## config.mk

```make
export PLATFORM = sky130hd
export DESIGN_NAME = clpr_reg_bank
export DESIGN_NICKNAME = d
export VERILOG_FILES = /design/src/clpr_pkg.sv /design/src/clpr_reg_bank.sv /design/src/clpr_edge_detect.sv
export SDC_FILE = /design/constraint.sdc
export NUM_CORES = 1
export LEC_CHECK = 0
export ABC_AREA = 1
export BUFFER_PORTS_ARGS = -buffer_cell sky130_fd_sc_hd__buf_2
export CAP_MARGIN = 30
export CORE_ASPECT_RATIO = 0.75
export CORE_MARGIN = 4
export CORE_UTILIZATION = 59
export CTS_CLUSTER_SIZE = 30
export DETAILED_ROUTE_END_ITERATION = 8
export HOLD_SLACK_MARGIN = 0.15
export MAX_ROUTING_LAYER = met4
export PLACE_DENSITY = 0.86
export SYNTH_ARGS = -nofsm -noshare
export SYNTH_HDL_FRONTEND = slang
export SYNTH_SLANG_ARGS = --single-unit
export TNS_END_PERCENT = 10
```

## constraint.sdc

```tcl
create_clock -name I_REF_CLK -period 22.9 [get_ports I_REF_CLK]
set_input_delay 6.87 -clock I_REF_CLK [delete_from_list [all_inputs] [get_ports I_REF_CLK]]
set_output_delay 6.87 -clock I_REF_CLK [all_outputs]
set_load 0.05 [all_outputs]
```

## src/clpr_pkg.sv

```systemverilog
/*
  Package for the CAN-linked port register bank: addresses, field layouts,
  reset values and enumerations.
  Assumes a 16-pin port and a CAN frame engine outside this block.
*/
`default_nettype none
package clpr_pkg;
  // ----------------------------------------------------------------
  // Register addresses (first data byte of a write frame)
  // ----------------------------------------------------------------
  localparam logic [7:0] ADDR_PORT_INPUT_STATE = 8'h00;
  localparam logic [7:0] ADDR_RISE_CAPTURE_ENABLE = 8'h01;
  localparam logic [7:0] ADDR_FALL_CAPTURE_ENABLE = 8'h02;
  localparam logic [7:0] ADDR_PORT_OUTPUT_VALUE = 8'h03;
  localparam logic [7:0] ADDR_DRIVER_ENABLE = 8'h04;
  localparam logic [7:0] ADDR_ANALOG_SETUP = 8'h05;
  localparam logic [7:0] ADDR_PULSE_DENSITY_ONE = 8'h06;
  localparam logic [7:0] ADDR_PULSE_DENSITY_TWO = 8'h07;
  localparam logic [7:0] ADDR_CONVERSION_RESULT = 8'h08;

  // ----------------------------------------------------------------
  // Field layouts
  // ----------------------------------------------------------------
  localparam int PORT_WIDTH = 16;
  localparam int AS_START_BIT = 15;
  localparam int AS_CMP_HI = 14;
  localparam int AS_CMP_LO = 12;
  localparam int AS_MUX_HI = 10;
  localparam int AS_MUX_LO = 8;
  localparam int AS_SW_HI = 7;
  localparam int AS_SW_LO = 5;
  localparam int PD_HI = 15;
  localparam int PD_LO = 6;
  localparam int CR_WIDTH = 10;

  // ----------------------------------------------------------------
  // Reset values
  // ----------------------------------------------------------------
  localparam logic [15:0] RST_REG = 16'h0000;
  localparam logic [3:0] STATUS_NONE = 4'h0;

  // ----------------------------------------------------------------
  // Reply kinds
  // ----------------------------------------------------------------
  typedef enum logic [1:0] {
    CLPR_TX_ECHO,
    CLPR_TX_INPUT,
    CLPR_TX_CONV
  } clpr_tx_kind_t;
endpackage
`default_nettype wire

```

## src/clpr_reg_bank.sv

```systemverilog
/*
  Register bank of the CAN-linked 16-pin port, with event capture and the
  reply scheduling toward the CAN frame engine.
  Assumes the frame engine delivers checked frames as one-cycle pulses and
  marks the end of each sent Control Field with a pulse.

// What this block does
// RULE1: Write frame: byte one is the address, bytes two and three the value.
// RULE2: Writes to read-only registers are dropped; register stays unchanged.
// RULE3: Address 0 mirrors all sixteen pins; sent on poll or capture edge.
// RULE4: Pins sampled into transmit buffer only after Control Field is sent.
// RULE5: Pin changes before transmission overwrite the matching buffered bit.
// RULE6: Input state sent automatically in sign-on after calibration.
// RULE7: Rise enable bits at address 1 enable rising edge capture.
// RULE8: Fall enable bits at address 2 enable falling edge capture.
// RULE9: Both enable bits set capture both edge directions.
// RULE10: Output value drives pins only once its frame is checked valid.
// RULE11: Driver enable bit 1 drives the pin, 0 leaves it floating.
// RULE12: Driver enable alone makes output; polling always; capture by edge bits.
// RULE13: Analog setup: start 15, comparators 14-12, zero 11, mux 10-8, switch 7-5.
// RULE14: Conversion result holds ten bits, other bits read zero.
// RULE15: Analog setup controls analog pins; results read via conversion register.
// RULE16: Pulse-density registers hold ten bits at 15 to 6, low bits zero.
// RULE17: Remote Frame poll answered with input state Data Frame.
// RULE18: Every Data Frame answered with status, address and register contents.
*/
`default_nettype none
module clpr_reg_bank
  import clpr_pkg::*;
(
  // Clock and reset
  input wire logic I_REF_CLK,
  input wire logic I_RST,
  // Received frames from the CAN engine
  input wire logic I_RX_DATA_VALID,
  input wire logic [7:0] I_RX_BYTE1,
  input wire logic [7:0] I_RX_BYTE2,
  input wire logic [7:0] I_RX_BYTE3,
  input wire logic I_RX_REMOTE_VALID,
  input wire logic I_CALIBRATED,
  input wire logic [3:0] I_STATUS,
  // Transmit side of the CAN engine
  output logic O_TX_REQ,
  input wire logic I_TX_CTRL_DONE,
  input wire logic I_TX_DONE,
  output logic [3:0] O_TX_STATUS,
  output logic [7:0] O_TX_ADDR,
  output logic [15:0] O_TX_DATA,
  // Port pins
  input wire logic [15:0] I_PIN,
  output logic [15:0] O_PIN,
  output logic [15:0] O_PIN_OE,
  // Analog front end
  input wire logic [2:0] I_CMP_OUT,
  input wire logic I_CONV_DONE,
  input wire logic [9:0] I_CONV_RESULT,
  output logic O_CONV_START,
  output logic [2:0] O_MUX_SEL,
  output logic [2:0] O_SWITCH_SEL,
  output logic [9:0] O_PULSE_DENSITY_ONE,
  output logic [9:0] O_PULSE_DENSITY_TWO
);
  // ----------------------------------------------------------------
  // Storage
  // ----------------------------------------------------------------
  logic [15:0] rise_capture_enable;
  logic [15:0] fall_capture_enable;
  logic [15:0] port_output_value;
  logic [15:0] driver_enable;
  logic [2:0] mux_sel;
  logic [2:0] switch_sel;
  logic [9:0] pulse_density_one;
  logic [9:0] pulse_density_two;
  logic [9:0] conversion_result;
  logic conv_busy;
  logic [15:0] pin_level;
  logic edge_event;
  logic cal_prev;
  logic [2:0] cmp_sync1;
  logic [2:0] cmp_sync2;

  // Pending replies
  logic echo_pend;
  logic [7:0] echo_addr;
  logic input_pend;
  logic conv_pend;
  logic tx_busy;
  logic tx_sampling;
  logic ctrl_sent;
  clpr_tx_kind_t tx_kind;

  logic [15:0] wr_value;
  assign wr_value = {I_RX_BYTE2, I_RX_BYTE3}; // [RULE1]

  clpr_edge_detect u_edge (
    .i_clk(I_REF_CLK),
    .i_rst(I_RST),
    .i_pin(I_PIN),
    .i_rise_en(rise_capture_enable),
    .i_fall_en(fall_capture_enable),
    .o_level(pin_level),
    .o_event(edge_event)
  );

  // ----------------------------------------------------------------
  // Comparator levels, asynchronous to the clock
  // ----------------------------------------------------------------
  always_ff @(posedge I_REF_CLK or posedge I_RST) begin
    if (I_RST) begin
      cmp_sync1 <= 3'h0;
      cmp_sync2 <= 3'h0;
    end else begin
      cmp_sync1 <= I_CMP_OUT;
      cmp_sync2 <= cmp_sync1;
    end
  end

  // ----------------------------------------------------------------
  // Read-back of any register
  // ----------------------------------------------------------------
  function automatic logic [15:0] read_reg(input logic [7:0] addr);
    logic [15:0] v;
    v = 16'h0000;
    case (addr)
      ADDR_PORT_INPUT_STATE: v = pin_level; // [RULE3]
      ADDR_RISE_CAPTURE_ENABLE: v = rise_capture_enable;
      ADDR_FALL_CAPTURE_ENABLE: v = fall_capture_enable;
      ADDR_PORT_OUTPUT_VALUE: v = port_output_value;
      ADDR_DRIVER_ENABLE: v = driver_enable;
      ADDR_ANALOG_SETUP: begin // [RULE13]
        v[AS_START_BIT] = conv_busy;
        v[AS_CMP_HI:AS_CMP_LO] = cmp_sync2;
        v[AS_MUX_HI:AS_MUX_LO] = mux_sel;
        v[AS_SW_HI:AS_SW_LO] = switch_sel;
      end
      ADDR_PULSE_DENSITY_ONE: v[PD_HI:PD_LO] = pulse_density_one; // [RULE16]
      ADDR_PULSE_DENSITY_TWO: v[PD_HI:PD_LO] = pulse_density_two; // [RULE16]
      ADDR_CONVERSION_RESULT: v[CR_WIDTH-1:0] = conversion_result; // [RULE14] [RULE15]
      default: v = 16'h0000;
    endcase
    return v;
  endfunction

  // ----------------------------------------------------------------
  // Register writes, only on a checked frame
  // ----------------------------------------------------------------
  always_ff @(posedge I_REF_CLK or posedge I_RST) begin
    if (I_RST) begin
      rise_capture_enable <= RST_REG;
      fall_capture_enable <= RST_REG;
      port_output_value <= RST_REG;
      driver_enable <= RST_REG;
      mux_sel <= 3'h0;
      switch_sel <= 3'h0;
      pulse_density_one <= 10'h000;
      pulse_density_two <= 10'h000;
    end else if (I_RX_DATA_VALID) begin
      // Address 0 and 8 are read-only: value dropped
      case (I_RX_BYTE1) // [RULE2]
        ADDR_RISE_CAPTURE_ENABLE: rise_capture_enable <= wr_value; // [RULE7]
        ADDR_FALL_CAPTURE_ENABLE: fall_capture_enable <= wr_value; // [RULE8]
        ADDR_PORT_OUTPUT_VALUE: port_output_value <= wr_value; // [RULE10]
        ADDR_DRIVER_ENABLE: driver_enable <= wr_value; // [RULE11]
        ADDR_ANALOG_SETUP: begin // [RULE15]
          mux_sel <= wr_value[AS_MUX_HI:AS_MUX_LO];
          switch_sel <= wr_value[AS_SW_HI:AS_SW_LO];
        end
        ADDR_PULSE_DENSITY_ONE: pulse_density_one <= wr_value[PD_HI:PD_LO];
        ADDR_PULSE_DENSITY_TWO: pulse_density_two <= wr_value[PD_HI:PD_LO];
        default: ;
      endcase
    end
  end

  // ----------------------------------------------------------------
  // Conversion start and result
  // ----------------------------------------------------------------
  logic conv_trigger;
  assign conv_trigger = I_RX_DATA_VALID && !conv_busy &&
    ((I_RX_BYTE1 == ADDR_ANALOG_SETUP && wr_value[AS_START_BIT]) ||
     I_RX_BYTE1 == ADDR_CONVERSION_RESULT);

  always_ff @(posedge I_REF_CLK or posedge I_RST) begin
    if (I_RST) begin
      conv_busy <= 1'b0;
      conversion_result <= 10'h000;
    end else begin
      if (conv_trigger) begin
        conv_busy <= 1'b1;
      end else if (I_CONV_DONE) begin
        conv_busy <= 1'b0;
      end
      if (I_CONV_DONE) begin
        conversion_result <= I_CONV_RESULT;
      end
    end
  end

  always_ff @(posedge I_REF_CLK or posedge I_RST) begin
    if (I_RST) begin
      O_CONV_START <= 1'b0;
    end else begin
      O_CONV_START <= conv_trigger;
    end
  end

  // ----------------------------------------------------------------
  // Pending reply flags; a new set wins over the clear
  // ----------------------------------------------------------------
  logic start_tx;
  logic pick_echo;
  logic pick_input;
  logic pick_conv;
  assign start_tx = !tx_busy && (echo_pend || input_pend || conv_pend);
  assign pick_conv = start_tx && conv_pend;
  assign pick_echo = start_tx && !conv_pend && echo_pend;
  assign pick_input = start_tx && !conv_pend && !echo_pend;

  // Echo of every checked Data Frame; latest address wins
  always_ff @(posedge I_REF_CLK or posedge I_RST) begin
    if (I_RST) begin
      echo_pend <= 1'b0;
      echo_addr <= 8'h00;
    end else begin
      if (I_RX_DATA_VALID) begin
        echo_pend <= 1'b1; // [RULE18]
        echo_addr <= I_RX_BYTE1;
      end else if (pick_echo) begin
        echo_pend <= 1'b0;
      end
    end
  end

  // Input state on poll, capture edge or sign-on
  always_ff @(posedge I_REF_CLK or posedge I_RST) begin
    if (I_RST) begin
      input_pend <= 1'b0;
      cal_prev <= 1'b0;
    end else begin
      cal_prev <= I_CALIBRATED;
      if (I_RX_REMOTE_VALID || edge_event || (I_CALIBRATED && !cal_prev)) begin
        input_pend <= 1'b1; // [RULE17] [RULE3] [RULE6] [RULE12]
      end else if (pick_input) begin
        input_pend <= 1'b0;
      end
    end
  end

  // Result of a finished conversion
  always_ff @(posedge I_REF_CLK or posedge I_RST) begin
    if (I_RST) begin
      conv_pend <= 1'b0;
    end else begin
      if (I_CONV_DONE && conv_busy) begin
        conv_pend <= 1'b1; // [RULE15]
      end else if (pick_conv) begin
        conv_pend <= 1'b0;
      end
    end
  end

  // ----------------------------------------------------------------
  // Reply control
  // ----------------------------------------------------------------
  always_ff @(posedge I_REF_CLK or posedge I_RST) begin
    if (I_RST) begin
      tx_busy <= 1'b0;
      tx_sampling <= 1'b0;
      ctrl_sent <= 1'b0;
      tx_kind <= CLPR_TX_ECHO;
    end else if (start_tx) begin
      tx_busy <= 1'b1;
      ctrl_sent <= 1'b0;
      if (pick_conv) begin
        tx_kind <= CLPR_TX_CONV;
        tx_sampling <= 1'b0;
      end else if (pick_echo) begin
        tx_kind <= CLPR_TX_ECHO;
        tx_sampling <= (echo_addr == ADDR_PORT_INPUT_STATE);
      end else begin
        tx_kind <= CLPR_TX_INPUT;
        tx_sampling <= 1'b1;
      end
    end else if (tx_busy) begin
      if (I_TX_DONE) begin
        tx_busy <= 1'b0;
        tx_sampling <= 1'b0;
        ctrl_sent <= 1'b0;
      end else if (I_TX_CTRL_DONE) begin
        ctrl_sent <= 1'b1; // [RULE4]
      end
    end
  end

  // ----------------------------------------------------------------
  // Transmit buffer
  // ----------------------------------------------------------------
  logic sample_pins;
  assign sample_pins = tx_busy && !I_TX_DONE && tx_sampling &&
    tx_kind != CLPR_TX_CONV && (ctrl_sent || I_TX_CTRL_DONE);

  always_ff @(posedge I_REF_CLK or posedge I_RST) begin
    if (I_RST) begin
      O_TX_STATUS <= STATUS_NONE;
      O_TX_ADDR <= 8'h00;
      O_TX_DATA <= RST_REG;
    end else if (start_tx) begin
      O_TX_STATUS <= I_STATUS; // [RULE18]
      if (pick_conv) begin
        O_TX_ADDR <= ADDR_CONVERSION_RESULT;
        O_TX_DATA <= read_reg(ADDR_CONVERSION_RESULT);
      end else if (pick_echo) begin
        O_TX_ADDR <= echo_addr;
        O_TX_DATA <= read_reg(echo_addr); // [RULE18]
      end else begin
        O_TX_ADDR <= ADDR_PORT_INPUT_STATE;
        O_TX_DATA <= RST_REG;
      end
    end else if (sample_pins) begin
      // Pins settled after the Control Field; later changes overwrite bits
      O_TX_DATA <= pin_level; // [RULE4] [RULE5]
    end
  end

  assign O_TX_REQ = tx_busy;

  // ----------------------------------------------------------------
  // Pin drivers and analog outputs
  // ----------------------------------------------------------------
  assign O_PIN = port_output_value; // [RULE10]
  assign O_PIN_OE = driver_enable; // [RULE11] [RULE12]
  assign O_MUX_SEL = mux_sel;
  assign O_SWITCH_SEL = switch_sel;
  assign O_PULSE_DENSITY_ONE = pulse_density_one;
  assign O_PULSE_DENSITY_TWO = pulse_density_two;
endmodule
`default_nettype wire

```

## src/clpr_edge_detect.sv

```systemverilog
/*
  Edge detector for the port pins: synchronises the pins and flags any
  enabled rising or falling edge.
  Assumes pins are asynchronous to the clock.
*/
`default_nettype none
module clpr_edge_detect
  import clpr_pkg::*;
(
  // Clock and reset
  input wire logic i_clk,
  input wire logic i_rst,
  // Pins and enables
  input wire logic [15:0] i_pin,
  input wire logic [15:0] i_rise_en,
  input wire logic [15:0] i_fall_en,
  // Results
  output logic [15:0] o_level,
  output logic o_event
);
  logic [15:0] sync1;
  logic [15:0] sync2;
  logic [15:0] prev;

  always_ff @(posedge i_clk or posedge i_rst) begin
    if (i_rst) begin
      sync1 <= RST_REG;
      sync2 <= RST_REG;
      prev <= RST_REG;
    end else begin
      sync1 <= i_pin;
      sync2 <= sync1;
      prev <= sync2;
    end
  end

  assign o_level = sync2;
  // Rising, falling, or both per pin
  assign o_event = |((sync2 & ~prev & i_rise_en) | (~sync2 & prev & i_fall_en)); // [RULE7] [RULE8] [RULE9]
endmodule
`default_nettype wire

```

Yosys cells after proc, flatten, opt, wreduce, memory -nomap -nowiden
Index checks and enable logic that the tools add are counted.
{ "word_totals": {"ff_bits": 201, "latchBits": 0, "mem_bits_rw": 0, "mem_bits_ro": 0, "out_inout_bits": 88, "memories": 0} }
{ "classes": {"addsub": 0, "multipliers": 0, "div_mod_pow": 0, "magnitude_cmp": 0, "eq_ne": 17, "shifts": 0, "n_mux": 34, "n_bitwise": 7, "reduce_logical": 45} }
{ "ops": {"columns": ["cell", "n"], "rows": [
  ["$and 16x16->16", 4],
  ["$eq 8x3->1 const B", 8],
  ["$mux 16", 4],
  ["$pmux 4 s9", 1],
  ["$eq 8x2->1 const B", 4],
  ["$not 16->16", 2],
  ["$pmux 4 s8", 1],
  ["$pmux 5 s6", 1],
  ["$mux 1", 21],
  ["$reduce_and 2->1", 9],
  ["$eq 8x1->1 const B", 2],
  ["$eq 8x4->1 const B", 2],
  ["$mux 8", 2],
  ["$or 16x16->16", 1],
  ["$reduce_or 16->1", 1],
  ["$logic_and 1x1->1", 14],
  ["$pmux 1 s7", 2],
  ["$reduce_bool 2->1", 7],
  ["$logic_not 8->1", 1],
  ["$pmux 1 s8", 1],
  ["$logic_not 1->1", 6],
  ["$logic_or 1x1->1", 6],
  ["$reduce_bool 3->1", 1],
  ["$mux 2", 1],
  ["$ne 2x2->1 const B", 1]
]} }

Longest topological paths before layout
{ "logic_depth": {"word_depth": 8, "ltp_mapped": 13, "ltp_nobuf": 12} }

By module
From an unflattened synthesis, not the netlist that was laid out.
{ "hier_totals": {"hier_cells": 1020, "hier_area_um2": 8665.8} }
{ "by_module_without_submodules": {"columns": ["mod", "n_inst", "cells_per_inst", "area_each_um2", "seq_area_each_um2"], "rows": [
  ["clpr_reg_bank", 1, 886, 7081.8, 3828.7],
  ["clpr_edge_detect", 1, 134, 1584.0, 1201.2]
]} }

Worst setup path after synthesis
OpenSTA, ideal clock, no wires.
{ "synth_path": {"kind": "input to register", "start": "input I_RX_DATA_VALID", "end": "register driver_enable[0], in the netlist O_PIN_OE[0]", "setup_time_ps": 120, "t_arrival_ps": 7933, "path_slack_ps": 14847, "stages": 7, "path_buffers": 3, "path_cell_list": "buf_4 > nand2_1 > or4_1 > buf_2 > buf_6 > nand2_1 > o21ai_2"} }
{ "synth_between": {"elab_chain_cells": 1} }
{ "synth_rtl": {"columns": ["element", "line_no", "source"], "rows": [
  ["start: declaration", "clpr_reg_bank.sv:35", "input wire logic I_RX_DATA_VALID,"],
  ["$reduce_and 2->1 (no source line)", null, null],
  ["end signal: assignment", "clpr_reg_bank.sv:163", "ADDR_DRIVER_ENABLE: driver_enable <= wr_value;"],
  ["end: declaration", "clpr_reg_bank.sv:69", "logic [15:0] driver_enable;"]
]} }
Every way passes these cells.
A chain may end at the register's enable or synchronous reset.

Worst setup path in the final report
{ "layout_path": {"start": "input I_RX_BYTE1[4]", "end": "register rise_capture_enable[15]"} }
{ "layout_between": {"elab_chain_cells": 2} }
{ "layout_rtl": {"columns": ["element", "line_no", "source"], "rows": [
  ["start: declaration", "clpr_reg_bank.sv:36", "input wire logic [7:0] I_RX_BYTE1,"],
  ["$eq 8x1->1", "clpr_reg_bank.sv:159", "case (I_RX_BYTE1)"],
  ["$reduce_and 2->1 (no source line)", null, null],
  ["end signal: assignment", "clpr_reg_bank.sv:160", "ADDR_RISE_CAPTURE_ENABLE: rise_capture_enable <= wr_value;"],
  ["end: declaration", "clpr_reg_bank.sv:66", "logic [15:0] rise_capture_enable;"]
]} }
Every way passes these cells.

==> reports/qor.yml <==
run_status:
  outcome: "finished, final reports clean"
logic_synthesis:
  syn_inst: 996
  synth_commonest_cells: "316 x nand2_1, 201 x dfrtp_1, 117 x o21ai_0"
  ys.warnings.count: 0
  synth.top_cell.area_share: 0.582
  postSynth.asyncResetShare: 1.00
  yosysTopAreaCell: "dfrtp_1"
  synth_most_common_cell: "nand2_1"
  synth_area_sq_um: 8650
  synth_edf_count: 0
  avgSynthCellArea_sq_um: 8.68
  synth_ff_type: "dfrtp_1"
  synth.ff_latch_count: 201
  ys_seq_area_frac: 0.582
  ys_types: 33
  synth.area.top_cells: "dfrtp_1 58%, nand2_1 14%, o21ai_0 6.8%"
  synth_nets: 1061
worst_hold_path:
  hold_path_class: "flop to flop"
  min_to: "u_edge.o_level[15]"
  min_path_cells: 0
  min_from: "u_edge.sync1[15]"
clock_network:
  cts_buffers: 20
  cts_sinks: 201
  ctsLongestPathBuffers: 3
  ctsResizeCount: 0
  cts.clk_slew.worst_paths_ns: 0.06
  clk_latency_ns: 0.50
  cts_root_buf: "clkbuf_16"
  htree_levels: 1
  postCtsSetupBuffers: 0
  cts_hold_buf: 0
  cts_tree: "yes"
worst_setup_path:
  arrival_ns: 8.69
  r2r_start: "conv_pend"
  ff2ff_setup_slack_ns: 20.21
  required_ns: 23.29
  rr_endpoint: "O_TX_DATA[14]"
  endpoint_kind: "flop"
  worstSetupPathType: "input port to flop"
  reg2regPathDepth: 8
  cp_max_fo: 32
  start_kind: "input port"
drt:
  wirelength_microns: 23400
  vias: 7462
  drtPass1Iterations: 6
  drc: 0
  ant_nets: 0
  wl_per_cell_microns: 17.4
  drt-vias-per-instance: 5.55
  drtIter0Drc: 749
place:
  portBuffers: 152
  gp_congestion: 0.950
  dp_hpwl_microns: 16300
floorplan:
  dieArea_sq_um: 16700
  die_w_microns: 148
  ioPinCount: 153
  row_count: 38
  die_h_microns: 113
  core_area_sq_um: 14400
  initial_core_util: 0.600
power_and_ir_drop:
  p_leak_nw: 5.18
  power.switching_uw: 371
  pwr-share-clk: 0.312
  seq_power_share: 0.422
  peakVddDrop_mv: 0.0742
  p_sw_frac: 0.366
  power_density_nw_per_um2: 100
  power_frac_comb: 0.267
  p_int_uw: 642
sta:
  finClkSkew_ns: 0.0100
  finalHoldViolCount: 0
  fmaxAchievable_mhz: 120
  slew_violations: 0
  fin_tns_setup_ns: 0
  relSlewSlack: 0.302
  setup_viol: 0
  fin_crit_sh: 0.362
  min_period_ns: 8.30
  rsz0062_at_grt: "false"
  tightest_slew_ns: 1.04
global_routing:
  grt_pass1_wl_microns: 37400
  antenna_found_initial: 0
  grt_use_total: 0.289
  overflow: 0
  grt_max_degree: 136
  grt_pass1_vias: 7227
finish:
  final_util: 0.701
  nNetsFinal: 1198
  drive_gt1_frac: 0.199
  area_growth_syn_to_layout_pct: 16.9
  n_antenna_cell: 0
run:
  cap_violations: 0
==> cells in the final DEF (no fill, tap or decap), types with 2 or more instances in the layout <==
cell / count
nor2_4: 3
o211ai_1: 2
nor3_1: 8
clkbuf_1: 6
clkbuf_16: 20
inv_2: 3
nand3_1: 70
inv_1: 73
o21bai_1: 2
o2111ai_1: 2
o21ai_2: 16
nor3b_1: 2
a211oi_1: 4
nand2_2: 4
dfrtp_1: 201
buf_2: 152
nor2_1: 73
mux2_2: 6
o21ai_1: 7
clkbuf_8: 7
nand4_1: 5
buf_4: 4
o21ai_0: 117
nor2_2: 8
a21oi_1: 25
nand2_1: 316
==> flip-flops by register name, indices dropped and copies added, names as in the netlist, 16 cells and up <==
name                 flops
O_PIN                   16
u_edge.prev             16
u_edge.sync1            16
fall_capture_enable     16
O_PIN_OE                16
O_TX_DATA               16
rise_capture_enable     16
u_edge.o_level          16
==> area by class of cell <==
type                            count  area [sq um]
Sequential cell                   201          5030
Fill cell                        1154          4300
Multi-Input combinational cell    677          3100
Timing Repair Buffer              156           791
Clock buffer                       33           619
Inverter                           77           297
Tap cell                          200           250
Clock inverter                      1          16.3
==> metrics by stage <==
step	instance area (sq um)	worst slack (ns)	hold WS [ns]	std cells	power [mW]
global placement	9470	14.27	0.332	1311	0.691
detailed placement	9470	14.14	0.336	1311	0.699
CTS	10100	14.64	0.350	1345	1.01
finish	10100	14.60	0.347	1345	1.01
floorplan	8650	10.55	0.331	996	0.625
global route	10100	14.39	0.352	1345	1.06
==> worst max-delay path, stage by stage <==
cell and delay, ns:
buf_2 0.10, nor2_1 0.12, nand2_1 0.11, nor3_1 0.30, nand2_1 0.70, o21ai_0 0.46
==> logic make-up (layout without fill, tap and decap cells) <==
kind of cell / count (synthesis) / in the layout / share of synthesized area
buffers and inverters: 118 / 267 / 0.0596
muxes: 6 / 6 / 0.00781
and+or+nand+nor: 493 / 493 / 0.237
AOI/OAI and AO/OA: 178 / 178 / 0.114
DFF: 201 / 201 / 0.582
==> per-layer routing <==
metal  up-vias  share of wire  track usage
met3        58           0.10       0.0604
met2       386           0.45        0.443
met5         -              0            -
met4         0          0.028       0.0770
li1       3472              -            -
met1      3546           0.42        0.400
==> power groups by stage <==
stage / clock, mW / sequential [mW] / combinational [mW]
after global routing: 0.335 / 0.432 / 0.289
after global placement: 0 / 0.430 / 0.261
after detailed placement: 0 / 0.432 / 0.267
after CTS: 0.319 / 0.426 / 0.268
final: 0.316 / 0.427 / 0.270
after floorplan: 0 / 0.528 / 0.0961
==> worst max path at each step <==
| stage | endpoint | from | cells past startpoint |
|---|---|---|---|
| after global routing | fall_capture_enable[4] | I_RX_BYTE1[4] | 7 |
| after global placement | fall_capture_enable[15] | I_RX_BYTE1[4] | 6 |
| after CTS | rise_capture_enable[15] | I_RX_BYTE1[4] | 6 |
| after detailed placement | rise_capture_enable[15] | I_RX_BYTE1[4] | 6 |
| final | rise_capture_enable[15] | I_RX_BYTE1[4] | 6 |
| after floorplan | O_CONV_START | I_RST | 1 |
(Power assumes the default switching activity.)
